File: src/grb_pkg.sv
/*
 * Shared constants and carrier types for the gyro rate readout and bias command block.
 * Assumes a single 10 MHz clock domain and a synchronous active-high reset.
 */
package grb_pkg;
	localparam int RATE_W = 16;
	localparam int CMD_CTRL_W = 19;
	localparam int BIAS_W = 10;
	localparam int BIAS_ADDR_W = 3;
	localparam int CMD_W = CMD_CTRL_W + BIAS_W + BIAS_ADDR_W;
	localparam int STATUS_W = 32;
	localparam int BIAS_REGS = 3;
	// Command word field positions, first bit received ends up in the MSB
	localparam int CMD_CTRL_LSB = 0;
	localparam int CMD_BIAS_LSB = CMD_CTRL_LSB + CMD_CTRL_W;
	localparam int CMD_ADDR_LSB = CMD_BIAS_LSB + BIAS_W;
	localparam logic [15:0] RATE_RST = 16'h0000;
	localparam logic [9:0] BIAS_RST = 10'h000;
	localparam logic [18:0] CTRL_RST = 19'h0_0000;

	typedef struct packed {
		logic [BIAS_ADDR_W-1:0] bias_addr;
		logic [BIAS_W-1:0] bias_val;
		logic [CMD_CTRL_W-1:0] ctrl;
	} grb_cmd_s;

	typedef struct packed {
		logic envelope;
		logic transfer;
		logic shift_clk;
	} grb_tlm_s;
endpackage

File: src/grb_top.sv
/*
 * Gyro channel rate counter with telemetry shift-out, plus the control unit command
 * decoder, bias registers and 32-bit status word serialiser.
 * Assumes pins from the telemetry collectors, command decoders and quantizer are
 * asynchronous and are synchronised here; the housekeeping word is from clock logic.
 */
`timescale 1ns/1ps
// Behaviour
// - Normal-channel quantized pulses are accumulated in a 16-bit signed up/down counter.
// - Only the normal quantizer feeds the counter while the selected quantizer drives the torquer.
// - A 16-bit shift register holds the rate and is loaded and shifted by collector controls.
// - One of two command decoder inputs is chosen and its serial word made parallel.
// - The parallel word splits into 19 control bits, a 10-bit bias and a 3-bit address.
// - The bias value is written into whichever of three 10-bit bias registers the address picks.
// - A 32-bit status word of error streams and housekeeping is shifted to both collectors.
module grb_top (
	input wire logic ref_clk_in,
	input wire logic reset_in,
	input wire logic clk_en_in,
	input wire logic norm_up_in,
	input wire logic norm_dn_in,
	input wire logic test_up_in,
	input wire logic test_dn_in,
	input wire logic test_sel_in,
	input wire grb_pkg::grb_tlm_s tlm_a_in,
	input wire grb_pkg::grb_tlm_s tlm_b_in,
	input wire logic cmd_sel_in,
	input wire logic [1:0] cmd_data_in,
	input wire logic [1:0] cmd_clk_in,
	input wire logic [1:0] cmd_env_in,
	input wire logic [5:0] err_bits_in,
	input wire logic [25:0] hk_in,
	output logic torq_up_out,
	output logic torq_dn_out,
	output logic [1:0] rate_ser_out,
	output logic [1:0] status_ser_out,
	output logic [18:0] ctrl_bits_out,
	output logic [29:0] bias_out,
	output logic cmd_done_out
);
	localparam int SYN = 17;

	// Elaboration-time guards on the shared widths
	if (grb_pkg::CMD_W > 63) begin : g_cmd_too_wide
		$error("command word too wide for the bit counter");
	end
	if (grb_pkg::BIAS_REGS * grb_pkg::BIAS_W != 30) begin : g_bias_mismatch
		$error("bias registers do not fill the bias port");
	end

	// ****************************************
	// Input synchronisers
	// ****************************************
	logic [SYN-1:0] raw;
	logic [SYN-1:0] s1_r;
	logic [SYN-1:0] s2_r;
	logic [SYN-1:0] s3_r;
	// Synchroniser bit map, top down:
	// 16:15 command envelopes, 14:13 normal up and down, 12:11 test up and down,
	// 10 test select, 9:7 collector A controls, 6:4 collector B controls,
	// 3:2 command data, 1:0 command bit clocks
	assign raw = {cmd_env_in, norm_up_in, norm_dn_in, test_up_in, test_dn_in, test_sel_in,
		tlm_a_in, tlm_b_in, cmd_data_in, cmd_clk_in};
	always_ff @(posedge ref_clk_in) begin
		if (reset_in) begin
			s1_r <= '0;
			s2_r <= '0;
			s3_r <= '0;
		end else if (clk_en_in) begin
			s1_r <= raw;
			s2_r <= s1_r;
			s3_r <= s2_r;
		end
	end

	function automatic logic rise(input logic now, input logic prev);
		return now & ~prev;
	endfunction

	logic n_up;
	logic n_dn;
	logic t_up;
	logic t_dn;
	logic t_sel;
	assign n_up = rise(s2_r[14], s3_r[14]);
	assign n_dn = rise(s2_r[13], s3_r[13]);
	assign t_up = s2_r[12];
	assign t_dn = s2_r[11];
	assign t_sel = s2_r[10];

	// ****************************************
	// Torquer drive and rate counter
	// ****************************************
	always_ff @(posedge ref_clk_in) begin
		if (reset_in) begin
			torq_up_out <= 1'b0;
			torq_dn_out <= 1'b0;
		end else if (clk_en_in) begin
			torq_up_out <= t_sel ? t_up : s2_r[14];
			torq_dn_out <= t_sel ? t_dn : s2_r[13];
		end
	end

	logic signed [grb_pkg::RATE_W-1:0] rate_r;
	logic transfer_any;
	logic [2:0] tl_a;
	logic [2:0] tl_b;
	logic [2:0] tlp_a;
	logic [2:0] tlp_b;
	assign tl_a = s2_r[9:7];
	assign tl_b = s2_r[6:4];
	assign tlp_a = s3_r[9:7];
	assign tlp_b = s3_r[6:4];
	assign transfer_any = rise(tl_a[1], tlp_a[1]) | rise(tl_b[1], tlp_b[1]);

	always_ff @(posedge ref_clk_in) begin
		if (reset_in) begin
			rate_r <= grb_pkg::RATE_RST;
		end else if (clk_en_in) begin
			// Counter restarts on transfer so each word is the rate over one interval
			if (transfer_any) begin
				rate_r <= $signed({15'h0000, n_up}) - $signed({15'h0000, n_dn});
			end else if (n_up && !n_dn) begin
				rate_r <= rate_r + 16'sh0001;
			end else if (n_dn && !n_up) begin
				rate_r <= rate_r - 16'sh0001;
			end
		end
	end

	// ****************************************
	// Rate shift register and status shifter, one pair per collector
	// ****************************************
	logic [grb_pkg::RATE_W-1:0] rsh_r [2];
	logic [grb_pkg::STATUS_W-1:0] ssh_r [2];
	logic [grb_pkg::STATUS_W-1:0] status_word;
	assign status_word = {err_bits_in, hk_in};

	for (genvar i = 0; i < 2; i++) begin : g_tlm
		logic [2:0] cur;
		logic [2:0] prv;
		assign cur = (i == 0) ? tl_a : tl_b;
		assign prv = (i == 0) ? tlp_a : tlp_b;
		always_ff @(posedge ref_clk_in) begin
			if (reset_in) begin
				rsh_r[i] <= '0;
				ssh_r[i] <= '0;
			end else if (clk_en_in) begin
				if (rise(cur[1], prv[1])) begin
					rsh_r[i] <= rate_r;
					ssh_r[i] <= status_word;
				end else if (cur[2] && rise(cur[0], prv[0])) begin
					rsh_r[i] <= {rsh_r[i][grb_pkg::RATE_W-2:0], 1'b0};
					ssh_r[i] <= {ssh_r[i][grb_pkg::STATUS_W-2:0], 1'b0};
				end
			end
		end
		always_ff @(posedge ref_clk_in) begin
			if (reset_in) begin
				rate_ser_out[i] <= 1'b0;
				status_ser_out[i] <= 1'b0;
			end else if (clk_en_in) begin
				rate_ser_out[i] <= cur[2] & rsh_r[i][grb_pkg::RATE_W-1];
				status_ser_out[i] <= cur[2] & ssh_r[i][grb_pkg::STATUS_W-1];
			end
		end
	end

	// ****************************************
	// Command receiver, decoder and bias registers
	// ****************************************
	// Decoder B sits on bit 0 of each pair and decoder A on bit 1
	logic c_dat;
	logic c_env;
	logic ck;
	logic ckp;
	assign c_dat = cmd_sel_in ? s2_r[2] : s2_r[3];
	assign c_env = cmd_sel_in ? s2_r[15] : s2_r[16];
	assign ck = cmd_sel_in ? s2_r[0] : s2_r[1];
	assign ckp = cmd_sel_in ? s3_r[0] : s3_r[1];

	logic [grb_pkg::CMD_W-1:0] cmd_sr_r;
	logic [5:0] cmd_cnt_r;
	grb_pkg::grb_cmd_s cmd;
	assign cmd = cmd_sr_r;

	always_ff @(posedge ref_clk_in) begin
		if (reset_in) begin
			cmd_sr_r <= '0;
			cmd_cnt_r <= 6'h00;
		end else if (clk_en_in) begin
			// A dropped envelope discards a partial word and frames the next one
			if (!c_env) begin
				cmd_cnt_r <= 6'h00;
			end else if (rise(ck, ckp)) begin
				cmd_sr_r <= {cmd_sr_r[grb_pkg::CMD_W-2:0], c_dat};
				cmd_cnt_r <= (cmd_cnt_r == 6'(grb_pkg::CMD_W)) ? 6'h01 : cmd_cnt_r + 6'h01;
			end
		end
	end

	logic word_done;
	assign word_done = (cmd_cnt_r == 6'(grb_pkg::CMD_W)) && !rise(ck, ckp);
	logic done_seen_r;
	always_ff @(posedge ref_clk_in) begin
		if (reset_in) begin
			done_seen_r <= 1'b0;
			cmd_done_out <= 1'b0;
			ctrl_bits_out <= grb_pkg::CTRL_RST;
			bias_out <= {3{grb_pkg::BIAS_RST}};
		end else if (clk_en_in) begin
			done_seen_r <= word_done;
			cmd_done_out <= word_done & ~done_seen_r;
			if (word_done && !done_seen_r) begin
				ctrl_bits_out <= cmd.ctrl;
				for (int k = 0; k < grb_pkg::BIAS_REGS; k++) begin
					if (cmd.bias_addr == 3'(k + 1)) begin
						bias_out[k*grb_pkg::BIAS_W +: grb_pkg::BIAS_W] <= cmd.bias_val;
					end
				end
			end
		end
	end
endmodule

File: config.mk
export PLATFORM = sky130hd
export DESIGN_NAME = grb_top
export DESIGN_NICKNAME = d
export VERILOG_FILES = /design/src/grb_pkg.sv /design/src/grb_top.sv
export SDC_FILE = /design/constraint.sdc
export NUM_CORES = 1
export LEC_CHECK = 0
export BUFFER_PORTS_ARGS = -buffer_cell sky130_fd_sc_hd__buf_2
export CAP_MARGIN = 20
export CORE_MARGIN = 5
export CORE_UTILIZATION = 45
export CTS_CLUSTER_SIZE = 8
export DETAILED_ROUTE_END_ITERATION = 16
export PLACE_DENSITY = 0.7
export SLEW_MARGIN = 40
export SYNTH_ARGS = -nofsm -noshare
export SYNTH_HDL_FRONTEND = slang
export SYNTH_SLANG_ARGS = --single-unit
export TNS_END_PERCENT = 10
File: constraint.sdc
create_clock -name ref_clk_in -period 3.7 [get_ports ref_clk_in]
set_clock_uncertainty 0.2 [all_clocks]
set_input_delay 0.37 -clock ref_clk_in [delete_from_list [all_inputs] [get_ports ref_clk_in]]
set_output_delay 0.37 -clock ref_clk_in [all_outputs]
set_load 0.02 [all_outputs]
# Word-level counts from Yosys, hierarchy flattened
# Memory sizes are Yosys's and may differ from the RTL's.
# Index checks and enable logic that the tools add are counted.
[classes]
n_eq_ne = 5
bitwise = 29
reduce_logical = 18
mux = 40
n_addsub = 4
[ops]
columns = ["op", "n"]
rows = [
  ["32-bit two-way mux", 4],
  ["16-bit two-way mux", 7],
  ["1-bit two-way mux", 26],
  ["6-bit two-way mux", 3],
  ["16-bit by 2-bit adder with 16-bit output (second input constant)", 1],
  ["16-bit by 2-bit subtractor with 16-bit output (second input constant)", 1],
  ["1-bit AND", 12],
  ["3-bit AND reduction", 4],
  ["1-bit bitwise OR", 9],
  ["1-bit inverter", 8],
  ["6-bit by 1-bit adder with 6-bit output (second input constant)", 1],
  ["3-bit by 2-bit == test with 1-bit output (second input constant)", 2],
  ["6-bit == test (second input constant)", 1],
  ["1-bit logical AND", 6],
  ["2-bit AND reduction", 3],
  ["1-bit zero test", 4],
  ["3-bit by 1-bit == test with 1-bit output (second input constant)", 1],
  ["3-bit nonzero test", 1],
  ["2-bit by 1-bit != test with 1-bit output (second input constant)", 1],
  ["1-bit by 1-bit subtractor with 2-bit output", 1],
]
[totals]
output_inout_bits = 56
mem_bits_rw = 96
input_bits = 53
ff_bits = 160
n_memories = 2
[memory_table]
columns = ["memory", "depth", "word_bits", "read_ports", "rd_clocked_by_memory_dff", "write_ports", "line_no", "text"]
rows = [
  ["ssh_r", 2, 32, 2, 0, 2, "grb_top.sv:135", "logic [grb_pkg::STATUS_W-1:0] ssh_r [2];"],
  ["rsh_r", 2, 16, 2, 0, 2, "grb_top.sv:134", "logic [grb_pkg::RATE_W-1:0] rsh_r [2];"],
]

# Logic depth before layout (Yosys ltp)
# Gate-level depths: netlist of run 1.
[logic_depth]
word_depth = 9
ltp_mapped = 12

# Worst setup path after synthesis of run 1
# Ideal clock, no wire load.
[synth_path]
path_type = "register to register"
from = "reg s3_r[14]"
to = "reg rate_r[13] in the netlist's numbering"
path_stages_with_launch = 13
setup_slack_ns = 0.663
required_ns = 3.409
synth_period_minus_slack_ns = 3.037
t_arrival_ns = 2.747
path_cell_list = "dfxtp_1 > nand2b_1 > inv_1 > ha_1 > inv_1 > ha_1 > clkbuf_1 > a21oi_1 > a211o_1 > o21bai_1 > a311oi_1 > or3_1 > a311oi_1"
[synth_between]
elab_chain_len = 6
[synth_rtl]
columns = ["element", "line_no", "text"]
rows = [
  ["from (decl)", "grb_top.sv:57", "logic [SYN-1:0] s3_r;"],
  ["from (signal assigned)", "grb_top.sv:72", "s3_r <= s2_r;"],
  ["1-bit inverter (*)", "grb_top.sv:77", "return now & ~prev;"],
  ["1-bit AND (*)", "grb_top.sv:77", ""],
  ["1-bit zero test", "grb_top.sv:125", "end else if (n_dn && !n_up) begin"],
  ["1-bit logical AND", "grb_top.sv:125", ""],
  ["3-bit nonzero test (no line)", "n/a", ""],
  ["2-bit AND reduction (no line)", "n/a", ""],
  ["to (signal assigned)", "grb_top.sv:122", "rate_r <= $signed({15'h0000, n_up}) - $signed({15'h0000, n_dn});"],
  ["to (signal assigned)", "grb_top.sv:124", "rate_r <= rate_r + 16'sh0001;"],
  ["to (signal assigned)", "grb_top.sv:126", "rate_r <= rate_r - 16'sh0001;"],
  ["to (decl)", "grb_top.sv:104", "logic signed [grb_pkg::RATE_W-1:0] rate_r;"],
]
# Every way passes the cells marked *; elsewhere a longest branch is shown, timed or not.
# A chain may end at the register's enable or synchronous reset.

# Worst setup path after layout of run 1
[layout_path]
from = "reg s2_r[14]"
to = "reg rate_r[13] in the netlist's numbering"
[layout_between]
elab_chain_len = 5
[layout_rtl]
columns = ["element", "line_no", "text"]
rows = [
  ["from (decl)", "grb_top.sv:56", "logic [SYN-1:0] s2_r;"],
  ["from (signal assigned)", "grb_top.sv:71", "s2_r <= s1_r;"],
  ["1-bit AND (*)", "grb_top.sv:77", ""],
  ["1-bit zero test", "grb_top.sv:125", ""],
  ["1-bit logical AND", "grb_top.sv:125", ""],
  ["3-bit nonzero test (no line)", "n/a", ""],
  ["2-bit AND reduction (no line)", "n/a", ""],
]
# Marks and branches as above.

==> impl_metrics.csv, run 1 <==
group,metric,value,unit
worst_setup_path,r2r_slack,320,ps
logic_synthesis,synth_nets,1009,
min_path,whs_path_depth,3,
grt,track_usage,17.0,%
final_layout,fillers,1899,
logic_synthesis,synth.top_cell.area_share,29.9,%
route,drc,0,
logic_synthesis,avgSynthCellArea,11.0,µm²
min_path,hp-start,"cmd_sel_in",
cts,htreeDepth,2,
route,vias,7528,
timing,whs,96.7,ps
logic_synthesis,yosys_warnings,0,
grt,grt_busiest_layer,"met2",
worst_setup_path,r2r-end,"rate_r[13]$_SDFFE_PP0P_",
power_and_ir_drop,combPwrFrac,8.9,%
worst_setup_path,reg2reg_depth,11,
die,dieArea,25900,µm²
power_and_ir_drop,clock_power_share,45.6,%
final_layout,final_nets,1160,
grt,grt_max_degree,84,
timing,fmax,296,MHz
cts,clockBufferDepth,3,
route,drtIter0Drc,483,
timing,hold_viol,0,
worst_setup_path,cp-start-kind,"flip-flop",
final_layout,drive_above_1_share,16.1,%
power_and_ir_drop,p_switching,1.55,mW
cts,clk_pin_slew,50,ps
logic_synthesis,synth_top_cell_by_area,"dfxtp_1",
power_and_ir_drop,leakagePower,5.26,nW
route,wl_per_cell,16.1,µm
grt,grt_pass1_vias,7457,
timing,rsz0062_at_grt,"false",
final_layout,ff_latch_area,5950,µm²
power_and_ir_drop,internal_power,5.04,mW
worst_setup_path,cp.arrival,3580,ps
timing,setup_viol,0,
final_layout,multi_input_area,4060,µm²
logic_synthesis,synth_area,10300,µm²
power_and_ir_drop,p_seq_share,45.5,%
grt,overflow,0,
place,io_buffers,108,
timing,finalCriticalPeriod,3380,ps
die,die_h,161,µm
min_path,worstHoldEndpoint,"cmd[0]$_SDFFE_PP0P_",
die,core_region_area,22600,µm²
worst_setup_path,crit_fanout,17,
flow_run,maxCapViolCount,0,
logic_synthesis,ys_async_sr_fraction,0,%
final_layout,synthToLayoutAreaGrowth,23.3,%
cts,cts_tree,"done",
grt,use_met2,28.5,%
cts,clock_sinks,249,
logic_synthesis,synth_ff_type,"dfxtp_1",
power_and_ir_drop,power_density,521,nW/µm²
logic_synthesis,synth_edf_count,96,
final_layout,antenna_cells,0,
final_layout,final_cell_mix,"153 x dfxtp_1, 125 x nor2_1, 107 x buf_2, 96 x edfxtp_1, 95 x mux2i_1",
die,fp.dieW,161,µm
final_layout,final_common_cell,"dfxtp_1",
timing,slew_viol_final,0,
logic_synthesis,ys_top_cells_by_area,"dfxtp_1 30%, edfxtp_1 28%, mux2i_1 9.3%",
min_path,hold_class,"in2reg",
power_and_ir_drop,ir_drop,0.337,mV
place,dp_hpwl,13.8,mm
logic_synthesis,yosysUniqueCellTypes,53,
grt,antenna_found_initial,0,
worst_setup_path,cp.required,3900,ps
die,start_util,45.5,%
cts,clkLatencyLatePin,520,ps
cts,cts_buffers,37,
route,drt-pass1-iter-count,5,
cts,post_cts_resized,0,
route,ant_nets,0,
grt,grt_pass1_wl,37.3,mm
logic_synthesis,synth_seq_cells,249,
timing,timing.slew.headroom,44.7,%
timing,fin_crit_sh,91.2,%
route,routed_via_density,5.43,
grt,met1_usage,22.8,%
timing,worst_pin_slew,829,ps
worst_setup_path,rr_startpoint,"s2_r[14]$_SDFFE_PP0P_",
die,rows,55,
power_and_ir_drop,sw_frac_of_total,23.5,%
run_status,status,"completed",
logic_synthesis,synth_seq_area_share,58.0,%
place,gp_congestion,0.859,
route,wirelength,22.3,mm
worst_setup_path,critPathCaptureType,"flip-flop",
timing,finalSetupTns,0,ps
cts,cts-root-buf,"clkbuf_16",
logic_synthesis,syn_inst,935,
grt,grt_util_met3,3.29,%
die,io_pins,109,
worst_setup_path,path_class,"reg2reg",
-- registers in the layout (all words and copies together), names as in the netlist --
signal / cells
bias_out: 30
cmd: 32
cmd_cnt_r: 6
cmd_done_out: 1
ctrl_bits_out: 19
done_seen_r: 1
rate_r: 16
rate_ser_out: 2
rsh_r: 32
s1_r: 17
s2_r: 17
s3_r: 8
ssh_r: 64
status_ser_out: 2
torq_dn_out: 1
torq_up_out: 1
-- synthesized netlist by cell type (6+ instances only) --
master and count:
buf_1 8, nand2_1 85, a311oi_1 8, nand3_1 11, ha_1 20, nor2_1 127
edfxtp_1 96, mux2i_1 95, o22ai_1 7, dfxtp_1 153, clkbuf_1 47, inv_1 13
a21o_1 7, a22o_1 92, a21oi_1 62, o21ai_0 11, a211oi_1 6, nor3_1 10
xnor2_1 7, nand2b_1 6
-- power groups by stage --
stage | Sequential [mW] | Clock [mW] | Combinational [mW]
after CTS | 2.99 | 3.07 | 0.588
after global placement | 3.05 | 0 | 0.537
after detailed placement | 3.04 | 0 | 0.543
after floorplan | 3.03 | 0 | 0.412
final | 3.00 | 3.00 | 0.589
after global routing | 3.00 | 3.20 | 0.662
-- layer usage --
metal / wire length (µm) / vias to the layer above
met5: 0 / -
li1: - / 3701
met2: 10600 / 191
met1: 10200 / 3594
met4: 438 / 0
met3: 1160 / 42
-- how the worst max path moves through the flow --
stage | to | start | depth (start not counted)
final | rate_r[13]$_SDFFE_PP0P_ | s2_r[14]$_SDFFE_PP0P_ | 11
after global routing | rate_r[13]$_SDFFE_PP0P_ | s2_r[14]$_SDFFE_PP0P_ | 11
after CTS | rate_r[13]$_SDFFE_PP0P_ | s2_r[14]$_SDFFE_PP0P_ | 11
after detailed placement | rate_r[13]$_SDFFE_PP0P_ | s2_r[14]$_SDFFE_PP0P_ | 11
after global placement | rate_r[13]$_SDFFE_PP0P_ | s3_r[14]$_SDFFE_PP0P_ | 11
after floorplan | rate_r[13]$_SDFFE_PP0P_ | s3_r[14]$_SDFFE_PP0P_ | 12
-- area by class of cell --
class / instances / area share, %
Clock buffer: 50 / 7.70
Clock inverter: 4 / 0.564
Timing Repair Buffer: 173 / 9.39
Sequential cell: 249 / 47.0
Tap cell: 285 / 2.82
Multi-Input combinational cell: 611 / 32.1
Inverter: 14 / 0.415
-- critical path, stage by stage (launching register included) --
cell      delay (ps)
dfxtp_1          370
nand2b_1          90
inv_1             70
ha_1             300
inv_1            340
ha_1             530
a21oi_1          160
a211o_1          280
o21bai_1         210
a311oi_1         120
or3_1            360
a311oi_1         250
-- metrics by stage --
step	worst slack [ps]	instance area [µm²]	util (%)	instances	total power, mW
4_1_cts	353	12700	56.1	1386	6.65
2_1_floorplan	663	10300	-	935	3.44
5_1_grt	59.6	12700	56.1	1386	6.87
3_3_place_gp	483	11100	49.0	1280	3.58
3_5_place_dp	353	11100	49.2	1283	3.59
6_report	324	12700	56.1	1386	6.59
-- logic make-up after synthesis --
group | synth area share, %
buf+inv | 2.90
mux | 9.38
simple gates | 10.8
fa+ha+maj | 2.63
xor+xnor | 0.939
flops | 58.0
compound gates | 15.4
-- timing repair --
action / in CTS / in global routing
endpoints found under the hold margin: 79 / 0
buffers inserted: 0 / 0
hold buffers: 49 / 0
(Power assumes the default switching activity.)
==> run 2, diff against run 1 <==
Settings changed: ABC_AREA set to 1, CORE_MARGIN 5 to not set.
Clock period 3.7 ns to 3.55 ns, I/O delays scaled along.
==> run 2 against run 1 <==
  * Maximum frequency rose by 20%
  * Non-clock buffer count fell by 24
  * Cell count rose by 24%
  * Combinational power rose by 25%
  * Power rose by 7.2%
  * Worst setup slack improved by 410 ps
  * Highest routed layer unchanged
  * Sequential power rose by 5%
  * Design area rose by 1.1%
==> impl_metrics.csv, run 2 <==
group,metric,value,unit
run_status,status,"completed",
route,routed_via_density,5.11,
flow_run,maxCapViolCount,0,
worst_setup_path,cp.arrival,3000,ps
die,core_region_area,23500,µm²
final_layout,antenna_cells,0,
die,rows,56,
worst_setup_path,cp-start-kind,"flip-flop",
logic_synthesis,ys_top_cells_by_area,"dfxtp_1 28%, edfxtp_1 27%, o21ai_0 7.3%",
logic_synthesis,synth_seq_cells,249,
timing,finalCriticalPeriod,2810,ps
logic_synthesis,avgSynthCellArea,8.51,µm²
timing,worst_pin_slew,674,ps
logic_synthesis,synth_area,10700,µm²
final_layout,largest_register_ffs,64,
grt,antenna_found_initial,0,
place,dp_hpwl,14.1,mm
worst_setup_path,crit_family,"buffers and inverters",
worst_setup_path,max_stage_delay,350,ps
timing,timing.slew.headroom,55.1,%
worst_setup_path,crit_fanout,11,
grt,track_usage,19.3,%
grt,overflow,0,
grt,grt_pass1_wl,38.6,mm
worst_setup_path,slowest_stage,"inv_1",
power_and_ir_drop,combPwrFrac,10.4,%
cts,cts_buffers,37,
cts,ctsHoldBuffers,23,
logic_synthesis,yosysMostFrequentCell,"nor2_1",
worst_setup_path,cp.required,3740,ps
logic_synthesis,synth.top_cell.area_share,28.5,%
die,dieArea,24500,µm²
final_layout,final_nets,1453,
timing,hold_viol,0,
min_path,hold_class,"in2reg",
power_and_ir_drop,leakagePower,5.49,nW
place,placed_area,11500,µm²
route,wirelength,23.3,mm
final_layout,post-route-util,54.5,%
route,vias,8762,
final_layout,final_area,12800,µm²
timing,fin_crit_sh,79.3,%
cts,htreeDepth,2,
timing,rsz0062_at_grt,"false",
worst_setup_path,critPathCaptureType,"flip-flop",
route,drtIter0Drc,704,
final_layout,final_common_cell,"nor2_1",
final_layout,fillers,2104,
logic_synthesis,synth_seq_area_share,55.3,%
place,dp.cells,1636,
logic_synthesis,synth_top_cell_by_area,"dfxtp_1",
logic_synthesis,ys_async_sr_fraction,0,%
worst_setup_path,worstPathCellList,"inv_1 > nor2_1 > inv_1 > ha_1 > inv_1 > buf_4 > ha_1 > nand2_1 > inv_1 > a21oi_1 > nand2_1 > or2_2 > nand3_1 > a21oi_1",
grt,grt_pass1_vias,8087,
final_layout,drive_above_1_share,14.3,%
logic_synthesis,synth_nets,1337,
final_layout,final_cell_mix,"182 x nor2_1, 157 x o21ai_0, 153 x dfxtp_1, 152 x inv_1, 141 x nand2_1",
timing,fmax,355,MHz
worst_setup_path,cp_num_buf_inv,5,
logic_synthesis,yosysUniqueCellTypes,40,
place,post-place-ws,766,ps
worst_setup_path,r2r_slack,740,ps
power_and_ir_drop,ir_drop,0.285,mV
timing,setup_viol,0,
cts,cts-root-buf,"clkbuf_16",
cts,cts_tree,"done",
route,drc,0,
cts,clkLatencyLatePin,510,ps
logic_synthesis,yosys_warnings,0,
worst_setup_path,crit_path_frequent_cell,"inv_1",
place,gp_congestion,0.841,
power_and_ir_drop,p_seq_share,44.7,%
timing,fin_ws,737,ps
cts,clockBufferDepth,3,
die,fp.dieW,157,µm
final_layout,synthToLayoutAreaGrowth,19.0,%
place,io_buffers,108,
grt,grt_max_degree,103,
die,start_util,45.8,%
power_and_ir_drop,internal_power,5.34,mW
logic_synthesis,synth_ff_type,"dfxtp_1",
logic_synthesis,syn_inst,1263,
cts,post-cts-setup-buffer-count,0,
power_and_ir_drop,power_density,552,nW/µm²
logic_synthesis,synth_commonest_cells,"182 x nor2_1, 157 x o21ai_0, 153 x dfxtp_1, 153 x inv_1, 141 x nand2_1",
power_and_ir_drop,p_switching,1.72,mW
die,io_pins,109,
final_layout,top_register,"ssh_r",
route,ant_nets,0,
worst_setup_path,path_class,"reg2reg",
final_layout,instances_no_fill,1714,
power_and_ir_drop,clock_power_share,44.9,%
route,drt-pass1-iter-count,7,
logic_synthesis,synth_edf_count,96,
power_and_ir_drop,sw_frac_of_total,24.4,%
cts,clock_sinks,249,
cts,post_cts_resized,0,
cts,clk_pin_slew,50,ps
timing,slew_viol_final,0,
route,wl_per_cell,13.6,µm
die,die_h,157,µm
[run 2: changes by cell type in the layout (fill, tap and decap cells not counted), moves of 7 or more]
cell,delta
a21o_1,-7
a21oi_1,+17
a22o_1,-92
a311oi_1,-8
dlygate4sd3_1,-26
inv_1,+139
mux2i_1,-95
nand2_1,+56
nand3_1,+97
nor2_1,+57
o21ai_0,+146
o22ai_1,+39
or2_2,+8
[run 2: worst paths after layout]
check                            startpoint                   endpoint  cells past startpoint
hold / removal                     hk_in[3]  ssh_r[1][3]$_SDFFCE_PN0P_                      3
setup / recovery      s2_r[13]$_SDFFE_PP0P_     rate_r[7]$_SDFFE_PP0P_                     14
hold reg to reg   bias_out[16]$_SDFFE_PP0P_  bias_out[16]$_SDFFE_PP0P_                      2
setup reg to reg      s2_r[13]$_SDFFE_PP0P_     rate_r[7]$_SDFFE_PP0P_                     14
[run 2: cell families after synthesis]
family	count (synthesis)	synth area share (%)
buffers and inverters	232	8.88
XOR/XNOR	3	0.245
AO/OA/AOI/OAI	294	14.5
flip-flops	249	55.3
adder cells (fa/ha/maj)	21	2.51
AND/OR/NAND/NOR	464	18.6
[run 2: worst register-to-register path: stages, from the launching register on]
cell and delay (ps):
dfxtp_1 320, inv_1 60, nor2_1 130, inv_1 70
ha_1 250, inv_1 350, buf_4 240, ha_1 270
nand2_1 90, inv_1 50, a21oi_1 130, nand2_1 110
or2_2 280, nand3_1 70, a21oi_1 80
[run 2: metal layers]
| metal | track usage, % | routed length [µm] |
|---|---|---|
| met5 | 0 | 0 |
| met4 | 6.82 | 448 |
| met2 | 32.8 | 11100 |
| met1 | 24.4 | 10700 |
| met3 | 3.60 | 1080 |
[run 2: layout make-up]
type                            instances  area (µm²)  share of cell area [%]
Clock inverter                          5        72.6                   0.567
Tap cell                              319         399                    3.12
Inverter                              160         614                    4.80
Sequential cell                       249        5950                    46.5
Multi-Input combinational cell        782        3860                    30.2
Timing Repair Buffer                  149         922                    7.21
Clock buffer                           50         975                    7.62
[run 2: power by group through the flow]
stage               clock, mW  combinational [mW]  sequential [mW]
finish                   3.17               0.735             3.16
global route             3.36               0.852             3.17
CTS                      3.23               0.737             3.16
detailed placement          0               0.711             3.21
global placement            0               0.702             3.21
floorplan                   0               0.543             3.20
[run 2: metrics by stage]
stage,TNS [ps],total power [mW],hold slack (ps)
after floorplan,-4900,3.74,234
after global placement,0,3.91,243
after detailed placement,0,3.92,249
after CTS,0,7.13,3.44
after global routing,0,7.38,2.70
final,0,7.06,12.7
==> run 3, diff against run 2 <==
Settings changed: PLACE_DENSITY 0.7 to 0.72.
Clock period 3.55 ns to 2.3 ns, I/O delays scaled along.
==> run 3 against run 2 <==
  * The flow now finishes with violations (negative setup slack)
  * First-iteration DRC count is 0.85% higher
  * Worst hold slack improved by 72 ps
  * Sequential cell count stayed put
==> impl_metrics.csv, run 3 (same netlist as run 2, synthesis figures left out) <==
group,metric,value,unit
timing,worst_pin_slew,701,ps
timing,timing.slew.headroom,53.2,%
cts,htreeDepth,2,
grt,antenna_found_initial,1,
die,rows,56,
route,drtIter0Drc,710,
cts,cts_tree,"done",
final_layout,drive_above_1_share,22.3,%
worst_setup_path,reg2reg_depth,12,
worst_setup_path,critPathCaptureType,"flip-flop",
timing,slew_viol_final,0,
min_path,worstHoldEndpoint,"cmd_cnt_r[0]$_SDFFE_PP0P_",
place,gp_congestion,0.884,
die,io_pins,109,
final_layout,final_common_cell,"nor2_1",
grt,grt_pass1_wl,41.7,mm
place,io_buffers,108,
cts,cts-root-buf,"clkbuf_16",
grt,track_usage,21.0,%
cts,clockBufferDepth,3,
worst_setup_path,path_class,"reg2reg",
min_path,hp-start,"reset_in",
route,vias,9181,
run_status,status,"finished, violations left",
cts,clkLatencyLatePin,540,ps
final_layout,synthToLayoutAreaGrowth,29.0,%
timing,fmax,418,MHz
timing,fin_ws,-90.3,ps
place,dp_hpwl,14.8,mm
timing,fin_crit_sh,104,%
flow_run,maxCapViolCount,0,
final_layout,top_register,"ssh_r",
die,fp.dieW,157,µm
die,die_h,157,µm
worst_setup_path,rr_startpoint,"s2_r[14]$_SDFFE_PP0P_",
grt,overflow,0,
timing,finalCriticalPeriod,2390,ps
final_layout,final_nets,1517,
die,dieArea,24500,µm²
route,drt-pass1-iter-count,8,
route,drc,0,
route,routed_via_density,5.18,
timing,rsz0062_at_grt,"true",
die,core_region_area,23500,µm²
grt,grt_max_degree,63,
power_and_ir_drop,leakagePower,5.85,nW
min_path,hold_class,"in2reg",
worst_setup_path,cp.required,2520,ps
route,ant_nets,0,
grt,grt_pass1_vias,8677,
worst_setup_path,crit_fanout,15,
worst_setup_path,r2r-end,"rate_r[4]$_SDFFE_PP0P_",
run_status,failed_checks,"negative setup slack",
worst_setup_path,r2r_slack,-90,ps
power_and_ir_drop,power_density,825,nW/µm²
power_and_ir_drop,ir_drop,0.490,mV
route,wl_per_cell,14.8,µm
route,wirelength,26.3,mm
worst_setup_path,cp.arrival,2610,ps
cts,clk_pin_slew,50,ps
timing,hold_viol,0,
worst_setup_path,cp-start-kind,"flip-flop",
cts,cts_buffers,37,
final_layout,largest_register_ffs,64,
final_layout,final_cell_mix,"180 x nor2_1, 154 x o21ai_0, 149 x dfxtp_1, 142 x inv_1",
timing,setup_viol,7,
min_path,whs_path_depth,3,
die,start_util,45.8,%
timing,whs,84.7,ps
cts,clock_sinks,249,
final_layout,post-route-util,59.1,%
-- run 3: worst max path at each step --
stage	startpoint	to	slack, ps
6_report	s2_r[14]$_SDFFE_PP0P_	rate_r[4]$_SDFFE_PP0P_	-90
5_1_grt	s2_r[14]$_SDFFE_PP0P_	rate_r[4]$_SDFFE_PP0P_	-190
4_1_cts	s2_r[14]$_SDFFE_PP0P_	rate_r[14]$_SDFFE_PP0P_	-30
3_5_place_dp	s2_r[13]$_SDFFE_PP0P_	rate_r[7]$_SDFFE_PP0P_	-200
3_3_place_gp	s2_r[14]$_SDFFE_PP0P_	rate_r[8]$_SDFFE_PP0P_	-140
2_1_floorplan	clk_en_in	rsh_r[0][0]$_SDFFCE_PP0P_	-1230
-- run 3: critical path, stage by stage, from the launching register on --
cell	delay [ps]
dfxtp_2	330
inv_2	60
nor2_4	120
buf_4	120
buf_4	90
buf_4	90
buf_4	90
inv_1	30
ha_1	250
o31ai_4	340
inv_2	210
o21ai_0	290
a21oi_1	80
-- run 3: layer usage --
metal  GRT usage, %  up-vias  wire length, µm
li1               -     4541                -
met1           26.7     4283            11300
met2           35.7      291            12900
met3           3.24       66             1260
met4           8.12        0              784
met5              0        -                0
-- run 3: where the power goes --
group	internal [mW]	leakage (nW)	switching (mW)
Clock	2.93	0.499	1.98
Combinational	0.683	3.11	0.949
Sequential	4.78	2.25	0.119
-- run 3: timing repair --
action	CTS	global route
setup endpoints to repair	13	15
endpoints found under the hold margin	84	0
setup buffers	6	3
hold buffers	51	0
resized for setup	48	73
pin swaps	13	38
-- run 3: area by class of cell --
cell class	count	area, µm²
fillers	1969	9600
flip-flops and latches	249	5950
multi-input cells	782	4300
repair buffers	213	1550
clock buffers	43	948
inverters	160	622
well taps	319	399
clock inverters	5	101
diodes	1	2.50
-- run 3: stage by stage --
step	area (µm²)	setup TNS (ps)	setup slack [ps]	power, mW	cells
after global placement	11800	-928	-136	6.14	1663
final	13900	-190	-90.3	11.4	1772
after floorplan	10800	-90250	-1230	5.77	1263
after global routing	13900	-1450	-191	11.9	1772
after detailed placement	11800	-1670	-195	6.16	1663
after CTS	13600	-119	-31.5	11.3	1768
